File: config.mk
export PLATFORM = sky130hd
export DESIGN_NAME = static_mem_ctrl
export DESIGN_NICKNAME = d
export VERILOG_FILES = /design/src/static_mem_pkg.sv /design/src/strobe_sequencer.sv /design/src/static_mem_ctrl.sv
export SDC_FILE = /design/constraint.sdc
export NUM_CORES = 1
export LEC_CHECK = 0
export BUFFER_PORTS_ARGS = -buffer_cell sky130_fd_sc_hd__buf_2
export CORE_ASPECT_RATIO = 0.7
export CORE_MARGIN = 3
export CORE_UTILIZATION = 43
export CTS_CLUSTER_SIZE = 25
export DETAILED_ROUTE_END_ITERATION = 12
export HOLD_SLACK_MARGIN = 0.03
export PLACE_DENSITY = 0.68
export SETUP_SLACK_MARGIN = 0.5
export SLEW_MARGIN = 20
export SYNTH_ARGS = -nofsm -noshare
export SYNTH_HDL_FRONTEND = slang
export SYNTH_HIERARCHICAL = 1
export SYNTH_SLANG_ARGS = --single-unit
export TNS_END_PERCENT = 100
File: constraint.sdc
create_clock -name clk_i -period 8.4 [get_ports clk_i]
set_input_delay 0.84 -clock clk_i [delete_from_list [all_inputs] [get_ports clk_i]]
set_output_delay 0.84 -clock clk_i [all_outputs]
set_load 0.1 [all_outputs]
File: src/static_mem_pkg.sv
/*
 * Static memory strobe timing: register map, field layout, reset values.
 * Assumes a 32-bit classic Wishbone register bus and a 125 MHz master clock.
 */
package static_mem_pkg;
    // ----------------------------------------------------------------
    // Register map
    // ----------------------------------------------------------------
    localparam int unsigned num_cs = 8;
    localparam logic [7:0] cfg_base_addr = 8'h00;
    localparam logic [7:0] cfg_last_addr = 8'h1c;
    localparam logic [31:0] cfg_reset = 32'h00002000;
    // ----------------------------------------------------------------
    // Field positions
    // ----------------------------------------------------------------
    localparam int unsigned wait_count_lsb = 0;
    localparam int unsigned wait_en_bit = 7;
    localparam int unsigned float_lsb = 8;
    localparam int unsigned byte_access_bit = 12;
    localparam int unsigned width_lsb = 13;
    localparam int unsigned read_proto_bit = 15;
    localparam int unsigned shorten_lsb = 16;
    localparam int unsigned setup_lsb = 24;
    localparam int unsigned hold_lsb = 28;
    localparam logic [31:0] cfg_write_mask = 32'h7703ffff;
    // ----------------------------------------------------------------
    // Bus width codes
    // ----------------------------------------------------------------
    localparam logic [1:0] width_16 = 2'h1;
    localparam logic [1:0] width_8 = 2'h2;
    // Access phase sequence
    typedef enum logic [2:0] {
        phase_idle, phase_lead, phase_setup, phase_pulse, phase_hold, phase_trail, phase_float
    } phase_type;
endpackage

File: src/strobe_sequencer.sv
/*
 * One external access: chip select, strobes and phase counting in half cycles.
 * Assumes start_i pulses once per access with a stable configuration.
 */
`timescale 1ns/1ps
module strobe_sequencer (
    input wire logic clk_i,
    input wire logic rst_i,
    input wire logic start_i,
    input wire logic write_i,
    input wire logic early_i,
    input wire logic [1:0] shorten_i,
    input wire logic [2:0] setup_i,
    input wire logic [2:0] hold_i,
    input wire logic wait_en_i,
    input wire logic [6:0] wait_count_i,
    input wire logic [3:0] float_i,
    output logic cs_active_o,
    output logic strobe_active_o,
    output logic done_o,
    output logic busy_o
);
    // Half-cycle ticks; strobes switch on half cycles via count granularity
    static_mem_pkg::phase_type phase, next_phase;
    logic [8:0] cnt, next_cnt;
    logic [8:0] strobe_len, setup_len, hold_len;

    always_comb begin
        setup_len = {5'h0, setup_i, 1'b0} + 9'h001;
        if (setup_i == 3'h0 && early_i && !write_i) begin
            setup_len = 9'h000;
        end
        if (wait_en_i) begin
            strobe_len = {1'b0, wait_count_i, 1'b0} + 9'h002;
        end else begin
            strobe_len = 9'h001;
        end
        // All reads with wait states end half a cycle later
        if (!write_i && wait_en_i) begin
            strobe_len = strobe_len + 9'h001;
        end
        if (!write_i && early_i) begin
            strobe_len = strobe_len + 9'h001;
        end
        hold_len = {5'h0, hold_i, 1'b0};
        if (hold_i == 3'h0 && write_i) begin
            hold_len = 9'h001;
        end
    end

    always_comb begin
        next_phase = phase;
        next_cnt = cnt - 9'h001;
        case (phase)
            static_mem_pkg::phase_idle: begin
                next_cnt = 9'h000;
                if (start_i) begin
                    next_phase = static_mem_pkg::phase_lead;
                    next_cnt = {6'h0, shorten_i, 1'b0};
                end
            end
            static_mem_pkg::phase_lead: if (cnt == 9'h000) begin
                if (setup_len != 9'h000) begin
                    next_phase = static_mem_pkg::phase_setup;
                    next_cnt = setup_len;
                end else begin
                    next_phase = static_mem_pkg::phase_pulse;
                    next_cnt = strobe_len;
                end
            end
            // Setup, pulse, hold and float last exactly their length in ticks; trail lasts one tick more
            static_mem_pkg::phase_setup: if (cnt <= 9'h001) begin
                next_phase = static_mem_pkg::phase_pulse;
                next_cnt = strobe_len;
            end
            static_mem_pkg::phase_pulse: if (cnt <= 9'h001) begin
                if (hold_len != 9'h000) begin
                    next_phase = static_mem_pkg::phase_hold;
                    next_cnt = hold_len;
                end else begin
                    next_phase = static_mem_pkg::phase_trail;
                    next_cnt = {6'h0, shorten_i, 1'b0};
                end
            end
            static_mem_pkg::phase_hold: if (cnt <= 9'h001) begin
                next_phase = static_mem_pkg::phase_trail;
                next_cnt = {6'h0, shorten_i, 1'b0};
            end
            static_mem_pkg::phase_trail: if (cnt == 9'h000) begin
                if (float_i != 4'h0) begin
                    next_phase = static_mem_pkg::phase_float;
                    next_cnt = {4'h0, float_i, 1'b0};
                end else begin
                    next_phase = static_mem_pkg::phase_idle;
                end
            end
            static_mem_pkg::phase_float: if (cnt <= 9'h001) begin
                next_phase = static_mem_pkg::phase_idle;
            end
            default: next_phase = static_mem_pkg::phase_idle;
        endcase
    end

    always_ff @(posedge clk_i) begin
        if (rst_i) begin
            phase <= static_mem_pkg::phase_idle;
            cnt <= 9'h000;
        end else begin
            phase <= next_phase;
            cnt <= next_cnt;
        end
    end

    always_comb begin
        cs_active_o = phase == static_mem_pkg::phase_setup || phase == static_mem_pkg::phase_pulse
            || phase == static_mem_pkg::phase_hold;
        strobe_active_o = phase == static_mem_pkg::phase_pulse;
        done_o = phase == static_mem_pkg::phase_trail && cnt == 9'h000;
        busy_o = phase != static_mem_pkg::phase_idle;
    end
endmodule

File: src/static_mem_ctrl.sv
/*
 * Static memory controller timing block: eight chip select configuration
 * registers on Wishbone, and an access engine driving the external pins.
 * Assumes an asynchronous external memory model; timing runs in half-cycle
 * ticks of clk_i, so one tick of the sequencer equals half a memory cycle.
 */
// Our own choices: the Wishbone register port and the placing of the registers.
// Contract
// - Bus width code 01 selects 16 bits, 10 selects 8 bits, others are reserved.
// - Read protocol bit 0 gives standard reads and 1 gives early reads.
// - Chip select shortening N delays select by N cycles and drops it N cycles early.
// - Setup N gives N plus half cycles; zero gives half, or none for early reads.
// - Hold N keeps N cycles after strobes; zero gives none on read, half on write.
// - Wait count X gives X+1 wait states and reads back zero when disabled.
// - The bus stays busy for the float time after each access.
// - Byte access type matters only on a 16-bit bus, choosing two bytes or one halfword device.
`timescale 1ns/1ps
module static_mem_ctrl #(
    parameter int unsigned addr_width = 24
) (
    input wire logic clk_i,
    input wire logic rst_i,
    input wire logic cyc_i,
    input wire logic stb_i,
    input wire logic we_i,
    input wire logic [7:0] adr_i,
    input wire logic [3:0] sel_i,
    input wire logic [31:0] dat_i,
    output logic [31:0] dat_o,
    output logic ack_o,
    input wire logic mem_req_i,
    input wire logic mem_we_i,
    input wire logic [2:0] mem_cs_i,
    input wire logic [addr_width-1:0] mem_addr_i,
    input wire logic [15:0] mem_wdata_i,
    input wire logic [1:0] mem_be_i,
    output logic [15:0] mem_rdata_o,
    output logic mem_ack_o,
    output logic [static_mem_pkg::num_cs-1:0] chip_select_n_o,
    output logic read_strobe_n_o,
    output logic [1:0] write_strobe_n_o,
    output logic [addr_width-1:0] ext_addr_o,
    output logic [15:0] ext_data_o,
    output logic ext_data_oe_n_o,
    input wire logic [15:0] ext_data_i,
    output logic bus_busy_o
);
    localparam int unsigned num_cs_w = static_mem_pkg::num_cs;

    // ----------------------------------------------------------------
    // Configuration registers
    // ----------------------------------------------------------------
    logic [31:0] cfg [num_cs_w];
    logic [31:0] next_cfg [num_cs_w];
    logic [31:0] next_dat;
    logic next_ack;

    function automatic logic [31:0] read_view(input logic [31:0] r);
        logic [31:0] v;
        v = r & static_mem_pkg::cfg_write_mask;
        if (!v[static_mem_pkg::wait_en_bit]) begin
            v[6:0] = 7'h00;
        end
        return v;
    endfunction

    // Unmapped offsets still answer, so a stray access never stalls the bus
    logic hit;
    logic [2:0] idx;
    assign hit = adr_i <= static_mem_pkg::cfg_last_addr && adr_i[1:0] == 2'h0;
    assign idx = adr_i[4:2];

    always_comb begin
        for (int i = 0; i < num_cs_w; i++) begin
            next_cfg[i] = cfg[i];
        end
        next_ack = cyc_i && stb_i && !ack_o;
        next_dat = 32'h00000000;
        if (next_ack && hit) begin
            next_dat = read_view(cfg[idx]);
            if (we_i) begin
                for (int b = 0; b < 4; b++) begin
                    if (sel_i[b]) begin
                        next_cfg[idx][b*8 +: 8] = dat_i[b*8 +: 8];
                    end
                end
                next_cfg[idx] = next_cfg[idx] & static_mem_pkg::cfg_write_mask;
            end
        end
    end

    always_ff @(posedge clk_i) begin
        if (rst_i) begin
            for (int i = 0; i < num_cs_w; i++) begin
                cfg[i] <= static_mem_pkg::cfg_reset;
            end
            ack_o <= 1'b0;
            dat_o <= 32'h00000000;
        end else begin
            for (int i = 0; i < num_cs_w; i++) begin
                cfg[i] <= next_cfg[i];
            end
            ack_o <= next_ack;
            dat_o <= next_dat;
        end
    end

    // ----------------------------------------------------------------
    // Access engine
    // ----------------------------------------------------------------
    logic [31:0] cur;
    logic [2:0] cur_cs, next_cs;
    logic cur_we, next_we;
    logic start, next_start;
    logic cs_active, strobe_active, seq_done, seq_busy;
    logic [15:0] next_rdata;
    logic next_mem_ack;
    logic [addr_width-1:0] next_addr;
    logic [15:0] next_wdata;
    logic [1:0] cur_be, next_be;
    logic [1:0] bw;
    logic early;

    // Live view of the row; rewriting it mid-access retimes that access
    assign cur = cfg[cur_cs];
    assign bw = cur[static_mem_pkg::width_lsb +: 2];
    assign early = cur[static_mem_pkg::read_proto_bit];

    strobe_sequencer u_seq (
        .clk_i(clk_i),
        .rst_i(rst_i),
        .start_i(start),
        .write_i(cur_we),
        .early_i(early),
        .shorten_i(cur[static_mem_pkg::shorten_lsb +: 2]),
        .setup_i(cur[static_mem_pkg::setup_lsb +: 3]),
        .hold_i(cur[static_mem_pkg::hold_lsb +: 3]),
        .wait_en_i(cur[static_mem_pkg::wait_en_bit]),
        .wait_count_i(cur[static_mem_pkg::wait_count_lsb +: 7]),
        .float_i(cur[static_mem_pkg::float_lsb +: 4]),
        .cs_active_o(cs_active),
        .strobe_active_o(strobe_active),
        .done_o(seq_done),
        .busy_o(seq_busy)
    );

    always_comb begin
        next_cs = cur_cs;
        next_we = cur_we;
        next_addr = ext_addr_o;
        next_wdata = ext_data_o;
        next_be = cur_be;
        next_start = 1'b0;
        next_rdata = mem_rdata_o;
        next_mem_ack = 1'b0;
        if (mem_req_i && !seq_busy && !start && !mem_ack_o) begin
            next_cs = mem_cs_i;
            next_we = mem_we_i;
            next_addr = mem_addr_i;
            next_wdata = mem_wdata_i;
            next_be = mem_be_i;
            next_start = 1'b1;
        end
        // Latch read data from the pin view of the strobe
        // The pin lags the phase, so a one-tick pulse is still caught
        if (!read_strobe_n_o) begin
            // 8-bit bus uses low lane only
            next_rdata = (bw == static_mem_pkg::width_8) ? {8'h00, ext_data_i[7:0]} : ext_data_i;
        end
        if (seq_done) begin
            next_mem_ack = 1'b1;
        end
    end

    // ----------------------------------------------------------------
    // Pin registers
    // ----------------------------------------------------------------
    always_ff @(posedge clk_i) begin
        if (rst_i) begin
            cur_cs <= 3'h0;
            cur_we <= 1'b0;
            cur_be <= 2'h0;
            start <= 1'b0;
            ext_addr_o <= '0;
            ext_data_o <= 16'h0000;
            mem_rdata_o <= 16'h0000;
            mem_ack_o <= 1'b0;
            chip_select_n_o <= '1;
            read_strobe_n_o <= 1'b1;
            write_strobe_n_o <= 2'h3;
            ext_data_oe_n_o <= 1'b1;
            bus_busy_o <= 1'b0;
        end else begin
            cur_cs <= next_cs;
            cur_we <= next_we;
            cur_be <= next_be;
            start <= next_start;
            ext_addr_o <= next_addr;
            ext_data_o <= next_wdata;
            mem_rdata_o <= next_rdata;
            mem_ack_o <= next_mem_ack;
            for (int i = 0; i < num_cs_w; i++) begin
                chip_select_n_o[i] <= !(cs_active && cur_cs == i[2:0]);
            end
            read_strobe_n_o <= !(strobe_active && !cur_we);
            // per-byte strobes for two 8-bit parts
            if (bw == static_mem_pkg::width_16 && !cur[static_mem_pkg::byte_access_bit]) begin
                write_strobe_n_o <= ~({2{strobe_active && cur_we}} & cur_be);
            end else begin
                write_strobe_n_o <= {2{!(strobe_active && cur_we)}};
            end
            ext_data_oe_n_o <= !(cs_active && cur_we);
            bus_busy_o <= seq_busy;
        end
    end
endmodule

==> Word-level counts from Yosys, hierarchy flattened <==
Memory sizes are Yosys's and may differ from the RTL's. A register that Yosys moved wholly into a read port is not among the register bits.
Cells that the tools add are included.
W data, S select, Z words.
{ "word_totals": {"regBits": 122, "mem_bits_rw": 256, "in_bits": 112, "out_inout_bits": 103, "word_cells": 197, "mem_count": 1} }
{ "memory_table": {"columns": ["name", "depth", "width", "read_ports", "rd_clocked_by_memory_dff", "write_ports", "line_no", "text"], "rows": [
  ["cfg", 8, 32, 10, 1, 8, "static_mem_ctrl.sv:53", "logic [31:0] cfg [num_cs_w];"]
]} }
{ "op_classes": {"add_sub_neg": 5, "order_cmp": 4, "n_eq_ne": 22, "muxes": 75, "bitwise": 13, "reduce_logical": 58} }
{ "ops": {"columns": ["operator", "n"], "rows": [
  ["$mux W256", 14],
  ["$bwmux W256", 5],
  ["$demux W32 S3", 5],
  ["$mux W32", 10],
  ["$mux W9", 11],
  ["$bmux W32 S3", 1],
  ["$mux W31", 2],
  ["$pmux W9 S6", 1],
  ["$mux W3", 11],
  ["$mux W16", 2],
  ["$logic_and A1 B1 Y1", 26],
  ["$mux W24", 1],
  ["$eq A3 B3 Y1 const B", 7],
  ["$pmux W3 S7", 1],
  ["$add A9 B1 Y9 const B", 2],
  ["$reduce_bool A9 Y1", 2],
  ["$logic_not A1 Y1", 17],
  ["$eq A3 B2 Y1 const B", 4],
  ["$logic_not A3 Y1", 4],
  ["$ne A2 B1 Y1 const B", 6],
  ["$add A8 B2 Y9 const B", 1],
  ["$le A9 B1 Y1 const B", 1],
  ["$logic_not A9 Y1", 1],
  ["$sub A9 B1 Y9 const B", 1],
  ["24 further kinds", 41]
]} }

==> Depth between registers and ports, before layout <==
{ "logic_depth": {"ltp_word": 28, "mapped_depth": 13} }

==> Cells and area by module <==
The synthesis kept the hierarchy.
{ "modules_own_cells": {"columns": ["mod", "n_inst", "cells_per_inst", "area_each_um2", "seq_area_each_um2"], "rows": [
  ["static_mem_ctrl", 1, 1492, 14835.5, 5945.7],
  ["strobe_sequencer", 1, 198, 1471.4, 240.2]
]} }

==> Worst setup path after synthesis <==
OpenSTA, ideal clock, no wires.
{ "synth_path": {"kind": "register to register", "startpoint": "reg (tool-made name)", "endpoint": "reg u_seq.cnt[1]", "t_arrival_ps": 3179, "required_time_ps": 8261, "path_slack_ps": 5082, "path_stages_with_launch": 12, "cell_sequence": "dfxtp_1 > buf_2 > buf_2 > mux4_2 > mux2_2 > clkbuf_1 > nand2_1 > ha_1 > mux2_2 > a221o_1 > a311oi_1 > a221oi_1"} }
{ "synth_rtl": {"columns": ["element", "line_no", "text"], "rows": [
  ["end signal: assignment", "strobe_sequencer.sv:110", "cnt <= next_cnt;"],
  ["end: declaration", "strobe_sequencer.sv:25", "logic [8:0] cnt, next_cnt;"]
]} }

==> metrics.md <==
| Metric | Value |
|---|---|
| Synthesis-stage register bit count | 309 |
| Core area | 37300 um2 |
| Die area | 40300 um2 |
| Ys Warns | 6 |
| Post-synth EDFFs | 0 |
| Die H | 169 um |
| Mapped Area | 16300 um2 |
| Maxcap violations | 0 |
| Drc violations | 0 |
| Ys async rst share | 0% |
| Placer congestion estimate | 0.921 |
| WL per Instance | 25.5 um |
| DP Wirelength | 37.7 mm |
| Hold buffer count at CTS | 0 |
| Total congestion overflow | 0 |
| Final setup vio count | 0 |
| Critical path class | reg2reg |
| Yosys top cell by area | dfxtp_1 |
| Fin crit period | 4.03 ns |
| Initial Util | 43.7% |
| DRT iter0 DRCs | 2133 |
| Post-route clock period utilization | 48.0% |
| CTS tree | yes |
| Vias | 15300 |
| Pre-antenna DRT Iters | 6 |
| Port bufs | 198 |
| CTS root buffer | clkbuf_16 |
| Critical Path Sink Type | flop |
| Max IR drop VDD | 0.287 mV |
| Top post-synthesis cells by count | dfxtp_1, nand2_1, a22o_1, mux2_2, clkbuf_1 |
| Clock latency on the worst-skew pair | 0.61 ns |
| Pwr/cell area | 224 nW/um2 |
| RSZ-0062 raised after global routing | no |
| Vias per cell | 6.62 |
| FP Rows | 59 |
| P&R area growth vs syn | 14.0% |
| CP max FO | 33 |
| IO Pins | 215 |
| Tot GR Track Use | 28.0% |
| Die Wd | 239 um |
| Pins Over Slew Limit | 0 |
| Mapped Avg Cell Area | 9.65 um2 |
| Hold Path Class | reg2reg |
| Footprint of the multi-input gates | 9410 um2 |
| Core Util, Final | 49.9% |
| Share of cells above drive strength 1 | 25.3% |
| Initial antenna violation count | 5 |
| Clk sinks | 309 |
| Clock H-tree levels | 1 |
| Reg clk slew, reported paths | 0.06 ns |
| Top-area cell type share of the netlist area | 37.9% |
| Post-route antenna net violation count | 0 |
| Filler instances | 3390 |
| Number of global-route vias before repair | 14200 |
| Status | finished, final reports clean |
| Crit path required time | 8.88 ns |
| Slew margin rel. | 22.6% |
| Worst Max-Slew Pin Slew | 1.16 ns |
| NumNets Final | 1915 |
| Count leader, synth | dfxtp_1 |
| Pleak | 7.19 nW |
| Crit path arrival time | 4.51 ns |
| Setup TNS | 0 ns |
| Area contributors post-synth | dfxtp_1, mux4_2, mux2_2 |
| Max Root-Sink Buffers | 3 |
| Final Hold Fails | 0 |
| Setup repair bufs after CTS | 0 |
| CP startpoint kind | flop |
| Num CTS Buffers | 31 |
| Largest net degree at the start of global routing | 109 |
| Prevailing post-synth register cell | dfxtp_1 |
| First-pass GRT wire length | 88.2 mm |
| Final WL | 58.9 mm |
| Yosys cell types | 87 |
| Register area share after synthesis | 37.9% |
| Fmax | 248 MHz |
| # resized after CTS | 0 |
| Synth Instances | 1690 |
| Register area | 6190 um2 |
| Clock Skew | 0.0344 ns |
-- cells in the final DEF (no fill, tap or decap), types with 19 or more instances in the layout --
cell type,instances
a21oi_1,68
a22o_1,103
a22oi_1,32
a31oi_1,51
a32oi_1,22
and3_1,30
and3b_1,25
buf_2,194
buf_4,30
clkbuf_16,31
dfxtp_1,307
mux2_2,90
mux2i_1,42
mux4_2,54
nand2_1,213
nand3_1,35
nor2_1,40
nor3_1,19
o211a_1,19
o211ai_1,22
o21ai_0,59
o2bb2ai_1,60
-- where the power goes --
group	total [mW]	leakage, nW	internal, mW	switching [mW]
clock	1.52	0.551	0.902	0.622
combinational	1.04	4.14	0.270	0.772
sequential	1.60	2.50	1.53	0.0681
total	4.16	7.19	2.70	1.46
-- registers in the layout, summed over array words and instances, names as in the netlist, 2 cells and up, named ones only --
signal	count
cfg	192
chip_select_n_o	8
cur_be	2
cur_cs	3
dat_o	24
ext_addr_o	24
ext_data_o	16
mem_rdata_o	16
u_seq/cnt	9
u_seq/phase	3
write_strobe_n_o	2
-- worst max-delay path, stage by stage (launching register included) --
cell and delay (ns):
dfxtp_2 0.67, buf_4 0.67, mux4_2 0.58, mux2_2 0.38
nor4_1 0.70, and2_1 0.28, o21a_1 0.26, nor2_1 0.09
o32ai_1 0.28
-- metrics by stage --
stage | power (mW) | std cells | hold slack, ns | cell area [um2] | setup slack [ns]
2_1_floorplan | 2.43 | 1697 | 0.396 | 16300 | 5.08
6_report | 4.16 | 2312 | 0.450 | 18600 | 4.37
5_1_grt | 4.29 | 2311 | 0.466 | 18600 | 4.18
4_1_cts | 4.16 | 2311 | 0.450 | 18600 | 4.41
3_3_place_gp | 2.64 | 2254 | 0.439 | 17500 | 4.10
3_5_place_dp | 2.65 | 2254 | 0.445 | 17500 | 4.07
-- per-layer routing --
metal,vias up,part of all wire [%],global-route usage (%)
met2,1010,41,39.7
met5,-,0.087,0
met1,7432,42,40.5
met4,8,2.8,6.93
met3,136,14,9.61
li1,6725,-,-
-- path summary, 6_finish.rpt --
path,from,endpoint,slack (ns),cells past startpoint
worst max-delay path,flop,u_seq/cnt[7],4.37,8
worst max register to register,flop,u_seq/cnt[7],4.37,8
worst min register to register,ext_data_o[10],ext_data_o[10],0.45,2
worst min-delay path,ext_data_o[10],ext_data_o[10],0.45,2
-- layout make-up --
type	count	area share (%)
Multi-Input combinational cell	1215	50.6
Sequential cell	309	33.3
Timing Repair Buffer	225	6.54
Clock buffer	40	4.62
Tap cell	488	3.28
Clock inverter	17	1.29
Inverter	17	0.343
Antenna cell	1	0.0135
-- logic make-up (layout without fill, tap and decap cells) --
logic type	Yosys count	count (layout)	share of synthesized area, %
AO/OA/AOI/OAI	542	542	25.0
XOR/XNOR	13	13	0.698
adder cells (fa/ha/maj)	4	4	0.307
buffers and inverters	173	299	5.09
flip-flops	309	309	37.9
multiplexers	186	186	16.3
other	1	9	0.0230
AND/OR/NAND/NOR	462	462	14.7
No activity file was read; power rests on OpenSTA's default activity.
